===== src/pgt_pkg.sv =====
/*
  Package for the power-good tree mask bank: register offsets, field
  positions and reset values shared by the bank, its checker and its bench.
  Assumes an 8-bit register port addressed by byte offset.
*/
package pgt_pkg;
  localparam logic [7:0] ADDR_OUT1_MASK_A = 8'hA4;
  localparam logic [7:0] ADDR_OUT1_MASK_B = 8'hA5;
  localparam logic [7:0] ADDR_OUT4_MASK_A = 8'hA6;
  localparam logic [7:0] ADDR_OUT4_MASK_B = 8'hA7;

  localparam int NUM_REGS = 4;
  localparam int SRC_W    = 16;

  // Mask register A field positions
  localparam int BIT_LINEAR_REG_A_TWO  = 7;
  localparam int BIT_SWITCH_A_ONE      = 6;
  localparam int BIT_BUCK_SIX          = 5;
  localparam int BIT_BUCK_ONE          = 0;
  // Mask register B field positions
  localparam int BIT_CTL_FIVE          = 7;
  localparam int BIT_CTL_FOUR          = 6;
  localparam int BIT_CTL_TWO           = 5;
  localparam int BIT_CTL_ONE           = 4;
  localparam int BIT_TERMINATION       = 3;
  localparam int BIT_SHARED_SOURCE     = 2;
  localparam int BIT_SWITCH_B_ONE      = 1;
  localparam int BIT_LINEAR_REG_A_THREE = 0;

  // Factory values vary by variant; all-masked is a neutral default
  localparam logic [7:0] RST_OUT1_MASK_A = 8'hFF;
  localparam logic [7:0] RST_OUT1_MASK_B = 8'hFF;
  localparam logic [7:0] RST_OUT4_MASK_A = 8'hFF;
  localparam logic [7:0] RST_OUT4_MASK_B = 8'hFF;

  localparam logic [7:0] READ_UNMAPPED = 8'h00;
endpackage


===== src/pgt_mask_bank.sv =====
/*
  Power-good tree mask bank for status outputs one and four: four byte
  registers on a plain strobe port, and the registered tree results.
  Assumes all inputs are synchronous to clk_i; read data one cycle late.
*/
// The strobed register port was left to the implementer.
// Summary of operation
// Output one mask B bits 7..4 mask control inputs five, four, two, one.
// Output one mask B bit 3 masks the termination regulator.
// Mask B bits 2..0: shared switch/regulator source, switch B1, regulator A3.
// Output four mask A at A6h: regulator A2, switch A1, buck six..one.
// Output four mask B at A7h has output one mask B layout.
// Mask bit 1 ignores a source; 0 keeps it in the tree.
// Each mask register is eight read/write bits; reset value is variant-specific.
// Output one mask A at A4h: regulator A2, switch A1, buck six..one.
// Output good only while all unmasked sources good; all masked means good.
module pgt_mask_bank (
  // Clock and reset
  input  wire logic       clk_i,
  input  wire logic       srst_i,
  input  wire logic       clk_en_i,
  // Register port
  input  wire logic [7:0] reg_addr_i,
  input  wire logic [7:0] reg_wdata_i,
  input  wire logic       reg_wr_i,
  input  wire logic       reg_rd_i,
  output logic      [7:0] reg_rdata_o,
  // Power-good sources, high is good
  input  wire logic [5:0] buck_channel_good_i,
  input  wire logic       switch_a_one_good_i,
  input  wire logic       linear_reg_a_two_good_i,
  input  wire logic       linear_reg_a_three_good_i,
  input  wire logic       switch_b_one_good_i,
  input  wire logic       shared_source_good_i,
  input  wire logic       termination_regulator_good_i,
  // Control input pin states, bit n-1 is control input n
  input  wire logic [5:0] control_input_i,
  // Status outputs
  output logic            status_output_one_o,
  output logic            status_output_four_o
);
  logic [7:0]  mask_regs [pgt_pkg::NUM_REGS];
  logic [15:0] src_vec;
  logic [15:0] next_good_1_mask;
  logic [15:0] next_good_4_mask;
  logic        tree_good_one;
  logic        tree_good_four;

  function automatic logic [2:0] decode_addr(input logic [7:0] addr);
    case (addr)
      pgt_pkg::ADDR_OUT1_MASK_A: decode_addr = 3'h4;
      pgt_pkg::ADDR_OUT1_MASK_B: decode_addr = 3'h5;
      pgt_pkg::ADDR_OUT4_MASK_A: decode_addr = 3'h6;
      pgt_pkg::ADDR_OUT4_MASK_B: decode_addr = 3'h7;
      default:                   decode_addr = 3'h0;
    endcase
  endfunction

  function automatic logic [7:0] reset_value(input int idx);
    case (idx)
      0:       reset_value = pgt_pkg::RST_OUT1_MASK_A;
      1:       reset_value = pgt_pkg::RST_OUT1_MASK_B;
      2:       reset_value = pgt_pkg::RST_OUT4_MASK_A;
      default: reset_value = pgt_pkg::RST_OUT4_MASK_B;
    endcase
  endfunction

  // Register storage, all bits read/write
  genvar gi;
  generate
    for (gi = 0; gi < pgt_pkg::NUM_REGS; gi++) begin : g_reg
      always_ff @(posedge clk_i) begin
        if (srst_i) begin
          mask_regs[gi] <= reset_value(gi);
        end else if (clk_en_i && reg_wr_i && decode_addr(reg_addr_i) == (3'h4 + 3'(gi))) begin
          mask_regs[gi] <= reg_wdata_i;
        end
      end
    end
  endgenerate

  // Read data valid the cycle after the strobe only
  always_ff @(posedge clk_i) begin
    if (srst_i) begin
      reg_rdata_o <= 8'h00;
    end else if (clk_en_i) begin
      if (reg_rd_i && decode_addr(reg_addr_i) != 3'h0) begin
        reg_rdata_o <= mask_regs[2'(decode_addr(reg_addr_i) - 3'h4)];
      end else begin
        reg_rdata_o <= pgt_pkg::READ_UNMAPPED;
      end
    end
  end

  // Source vector: low byte matches mask A, high byte mask B
  always_comb begin
    src_vec                                      = 16'h0000;
    src_vec[pgt_pkg::BIT_BUCK_SIX:pgt_pkg::BIT_BUCK_ONE] = buck_channel_good_i;  // see R04
    src_vec[pgt_pkg::BIT_SWITCH_A_ONE]           = switch_a_one_good_i;
    src_vec[pgt_pkg::BIT_LINEAR_REG_A_TWO]       = linear_reg_a_two_good_i;
    src_vec[8 + pgt_pkg::BIT_LINEAR_REG_A_THREE] = linear_reg_a_three_good_i;
    src_vec[8 + pgt_pkg::BIT_SWITCH_B_ONE]       = switch_b_one_good_i;
    src_vec[8 + pgt_pkg::BIT_SHARED_SOURCE]      = shared_source_good_i;
    src_vec[8 + pgt_pkg::BIT_TERMINATION]        = termination_regulator_good_i;
    src_vec[8 + pgt_pkg::BIT_CTL_ONE]            = control_input_i[0];
    src_vec[8 + pgt_pkg::BIT_CTL_TWO]            = control_input_i[1];
    src_vec[8 + pgt_pkg::BIT_CTL_FOUR]           = control_input_i[3];
    src_vec[8 + pgt_pkg::BIT_CTL_FIVE]           = control_input_i[4];
  end

  assign next_good_1_mask = {mask_regs[1], mask_regs[0]};
  assign next_good_4_mask = {mask_regs[3], mask_regs[2]};

  pgt_tree u_tree_one (
    .src_good_i (src_vec),
    .mask_i     (next_good_1_mask),
    .good_o     (tree_good_one)
  );

  pgt_tree u_tree_four (
    .src_good_i (src_vec),
    .mask_i     (next_good_4_mask),
    .good_o     (tree_good_four)
  );

  // Registered so the pins do not glitch on source skew
  always_ff @(posedge clk_i) begin
    if (srst_i) begin
      status_output_one_o  <= 1'b0;
      status_output_four_o <= 1'b0;
    end else if (clk_en_i) begin
      status_output_one_o  <= tree_good_one;
      status_output_four_o <= tree_good_four;
    end
  end
endmodule


===== src/pgt_tree.sv =====
/*
  One power-good tree: ANDs every source whose mask bit is clear.
  Assumes the sources are synchronous good-high levels.
*/
module pgt_tree (
  // Sources and masks
  input  wire logic [15:0] src_good_i,
  input  wire logic [15:0] mask_i,
  // Result
  output logic             good_o
);
  // Masked bits forced good so they cannot pull the tree low
  assign good_o = &(src_good_i | mask_i);  // see R06
endmodule

===== config.mk =====
export PLATFORM = sky130hd
export DESIGN_NAME = pgt_mask_bank
export DESIGN_NICKNAME = d
export VERILOG_FILES = /design/src/pgt_pkg.sv /design/src/pgt_mask_bank.sv /design/src/pgt_tree.sv
export SDC_FILE = /design/constraint.sdc
export NUM_CORES = 1
export LEC_CHECK = 0
export ABC_CLOCK_PERIOD_IN_PS = 3000
export BUFFER_PORTS_ARGS = -buffer_cell sky130_fd_sc_hd__buf_2
export CORE_UTILIZATION = 55
export CTS_BUF_LIST = sky130_fd_sc_hd__clkbuf_8
export DETAILED_ROUTE_END_ITERATION = 7
export PLACE_DENSITY = 0.83
export REMOVE_ABC_BUFFERS = 1
export SLEW_MARGIN = 15
export SYNTH_ARGS = -nofsm -noshare
export SYNTH_HDL_FRONTEND = slang
export SYNTH_SLANG_ARGS = --single-unit

===== constraint.sdc =====
create_clock -name clk_i -period 3 [get_ports clk_i]
set_input_delay 0.45 -clock clk_i [delete_from_list [all_inputs] [get_ports clk_i]]
set_output_delay 0.45 -clock clk_i [all_outputs]
set_load 0.05 [all_outputs]

Word-level counts from Yosys, hierarchy flattened:

Memory sizes are Yosys's and may differ from the RTL's.
Cells that the tools add are included.

* bits in registers: 10
* bits in latches: 0
* RAM bits: 32
* bits in read-only memories: 0
* memories: 1

Memory list
* mask_regs: words 4, bits a word 8, read ports 5, clocked after Yosys merged registers in 0, wr ports 4, RTL line pgt_mask_bank.sv:42 `logic [7:0] mask_regs [pgt_pkg::NUM_REGS];`

* add/subtract/negate cells: 1
* multiply operators: 0
* divide/modulo/power cells: 0
* order comparisons: 0
* equal/unequal tests: 8
* shift-type cells: 0
* multiplexer cells: 26
* bitwise operators: 6
* reductions and logical operators: 9

Operator list (count)
* 2-to-1 mux 8 bit: 5
* equality test 8 bit (second input constant): 4
* OR 16 bit: 2
* AND reduction 16 bit: 2
* 2-to-1 mux 1 bit: 14
* equality test 3 bit (second input constant): 4
* case mux 3 bit (4 select lines): 1
* 2-to-1 mux 3 bit: 3
* logical AND 1 bit: 6
* 2-to-1 mux 2 bit: 3
* OR 1 bit: 4
* nonzero test 3 bit: 1
* subtractor 2 x 1 -> 2 bit (second input constant): 1

Logic depth before layout (Yosys ltp):

An unclocked memory read counts as a cell.

* depth in word-level cells: 12
* gate-level depth with buffers: 5

Modules after synthesis:

A second synthesis with hierarchy kept.

* cell total of the unflattened synthesis: 178
* area, all modules: 2162.1 um^2

By module, submodules not included
* pgt_mask_bank: instances 1, cells each 152, area an instance 2014.4 um^2
* pgt_tree: instances 2, cells each 13, area an instance 73.8 um^2

Worst setup path after synthesis:

No wires, ideal clock.

* path kind: input -> register
* start point: input port reg_addr_i[4]
* end point: memory mask_regs[0][0], enable pin
* data arrival time: 1904 ps
* slack: 698 ps
* stages: 3
* cell sequence: and4bb_2 -> nand2_1 -> o41ai_1

RTL lines
* start: declaration: RTL line pgt_mask_bank.sv:23 `input wire logic [7:0] reg_addr_i,`
* end: declaration: RTL line pgt_mask_bank.sv:42

==> impl_metrics.tcl <==
set metrics [dict create \
    finalSetupTns_ns 0 \
    cts_root_buf "clkbuf_8" \
    final_common_cell "buf_2" \
    io_buffers 46 \
    vdd_drop_max_v 0.000354 \
    n_antenna_cell 0 \
    cts_max_path_buffers 2 \
    cp_data_arrival_time_ns 1.90 \
    io_pins 49 \
    numCtsBuffers 5 \
    synth-main-ff-cell "edfxtp_1" \
    maxCapViolCount 0 \
    fin_area_um2 2360 \
    violations "DRC" \
    syn_inst 164 \
    r2r_slack_ns 1.76 \
    final.min_clock_period_ns 1.89 \
    fmax_mhz 529 \
    dpl.hpwl_um 3500 \
    avgSynthCellArea_um2 12.0 \
    min_path_type "in2reg" \
    clock_latency_ns 0.29 \
    htreeDepth 2 \
    cts_resized 0 \
    antenna_found_initial 0 \
    drtIter0Drc 231 \
    hold_buffers 0 \
    synth_seq_cells 42 \
    placed_cell_area_um2 2250 \
    powerDensity_nw_per_um2 512 \
    critPathKind "in2reg" \
    grt_use_total_pct 28.5 \
    slew_headroom_pct 52.5 \
    cp.required_ns 3.01 \
    cts_setup_buffers 0 \
    grt_use_met2_pct 46.4 \
    dpl_worst_slack_ns 0.880 \
    final_antenna_net_count 0 \
    layout_common_cells "46 x buf_2, 32 x edfxtp_1, 17 x nand2b_1" \
    gp_congestion 0.992 \
    wl_per_cell_um 18.8 \
    vias 1657 \
    worstPathMaxFanout 16 \
    grt_pass1_wl_um 7310 \
    hold_violations 0 \
    areaGrowthSynthToFinish_pct 19.7 \
    yosysWarnings 0 \
    synth_seq_area_share_pct 58.9 \
    setup_ws_ns 1.11 \
    grt_pass1_vias 1512 \
    synth_edf_count 32 \
    status "complete, but fails checks" \
    finalSetupViolCount 0 \
    final_max_slew_viol_count 0 \
    period_share_pct 63.0 \
    grt_max_degree 20 \
    grt_use_met3_pct 8.28 \
    grt-busiest-layer "met2" \
    cts_num_sinks 42 \
    async_reset_ff_share_pct 0 \
    worstMarginPinSlew_ns 0.708 \
    chipWidth_um 61.9 \
    die_h_um 61.9 \
    setup.worst_path.end_class "register" \
    wl_um 4930 \
    leakage_nw 0.848 \
    gr-total-overflow 0 \
    first_pass_iters 8 \
    startpoint_type "input pin" \
    drc 28 \
    nNetsFinal 254 \
    drive_above_1_share_pct 32.9 \
    core_region_area_um2 3390 \
    fin_skew_ns 0.00423 \
    rows 21 \
    ys_types 29 \
    grt_util_met1_pct 34.5 \
    dieArea_um2 3830 \
    rsz0062_at_grt "false" \
    cts_tree "yes" \
    cts.clk_slew.worst_paths_ns 0.08 \
    start_util_pct 58.2 \
    via_per_inst 6.32 \
    netlist_area_um2 1970 \
    fin_util_pct 69.7 \
]
[stage by stage]
stage               power (mW)  std cells  hold slack [ns]
floorplan                0.720        158            0.533
global placement         0.778        254            0.434
detailed placement       0.781        254            0.441
CTS                       1.21        262            0.443
global route              1.24        262            0.446
finish                    1.21        262            0.445
[registers in the layout, indices dropped and copies added (netlist names)]
register,flops
status_output_four_o,1
mask_regs,32
reg_rdata_o,8
status_output_one_o,1
[report_power, final]
| group | switching (mW) | total [mW] | internal (mW) |
|---|---|---|---|
| sequential | 0.0153 | 0.662 | 0.646 |
| combinational | 0.0630 | 0.113 | 0.0496 |
| clock | 0.189 | 0.434 | 0.245 |
[layer usage]
metal / routed length (um) / part of all wire (%) / up-vias
li1: - / - / 746
met1: 1820 / 37 / 741
met2: 2370 / 48 / 140
met3: 561 / 11 / 30
met4: 176 / 3.6 / 0
met5: 0 / 0 / -
[kinds of logic (layout without fill, tap and decap cells)]
logic type      Yosys count  count (layout)  synth area share, %
mux                       8               8                 4.57
buf+inv                   7              59                 2.16
compound gates           37              37                 13.3
flops                    42              42                 58.9
simple gates             70              70                 21.1
[final cells by class]
cell class	instances	area, um^2
Clock buffer	5	68.8
Clock inverter	3	41.3
Fill cell	236	1030
Inverter	1	3.75
Multi-Input combinational cell	115	768
Sequential cell	42	1160
Tap cell	46	57.6
Timing Repair Buffer	50	260
[critical path, cell delays in order]
cell,delay (ns)
buf_2,0.32
nand4_2,0.33
o21ai_0,0.53
buf_4,0.26
[worst paths after layout]
check / from / end / cells after the start
worst max-delay path: reg_addr_i[0] / mask_regs[3][7]$_SDFFCE_PN1P_ / 4
worst min-delay path: reg_wdata_i[4] / mask_regs[0][4]$_SDFFCE_PN1P_ / 2
worst max register to register: mask_regs[3][5]$_SDFFCE_PN1P_ / reg_rdata_o[5]$_SDFFE_PP0P_ / 3
worst min register to register: status_output_four_o$_SDFFE_PP0P_ / status_output_four_o$_SDFFE_PP0P_ / 2
[cells in the mapped netlist, types with 2 or more instances]
library cell / number / area share [%]
or3_1: 16 / 5.1
nand3_1: 3 / 0.76
a222oi_1: 8 / 4.1
o31ai_1: 3 / 1.1
nand2b_1: 17 / 5.4
dfxtp_1: 10 / 10
edfxtp_1: 32 / 49
nor2b_1: 2 / 0.63
nand2_1: 14 / 2.7
o21ai_0: 2 / 0.51
o22ai_1: 14 / 4.4
mux2_2: 8 / 4.6
buf_4: 2 / 0.76
nor3_1: 4 / 1.0
nor2_1: 8 / 1.5
o21ai_1: 8 / 2.0
Note: power is estimated with default switching activity, not from simulation.
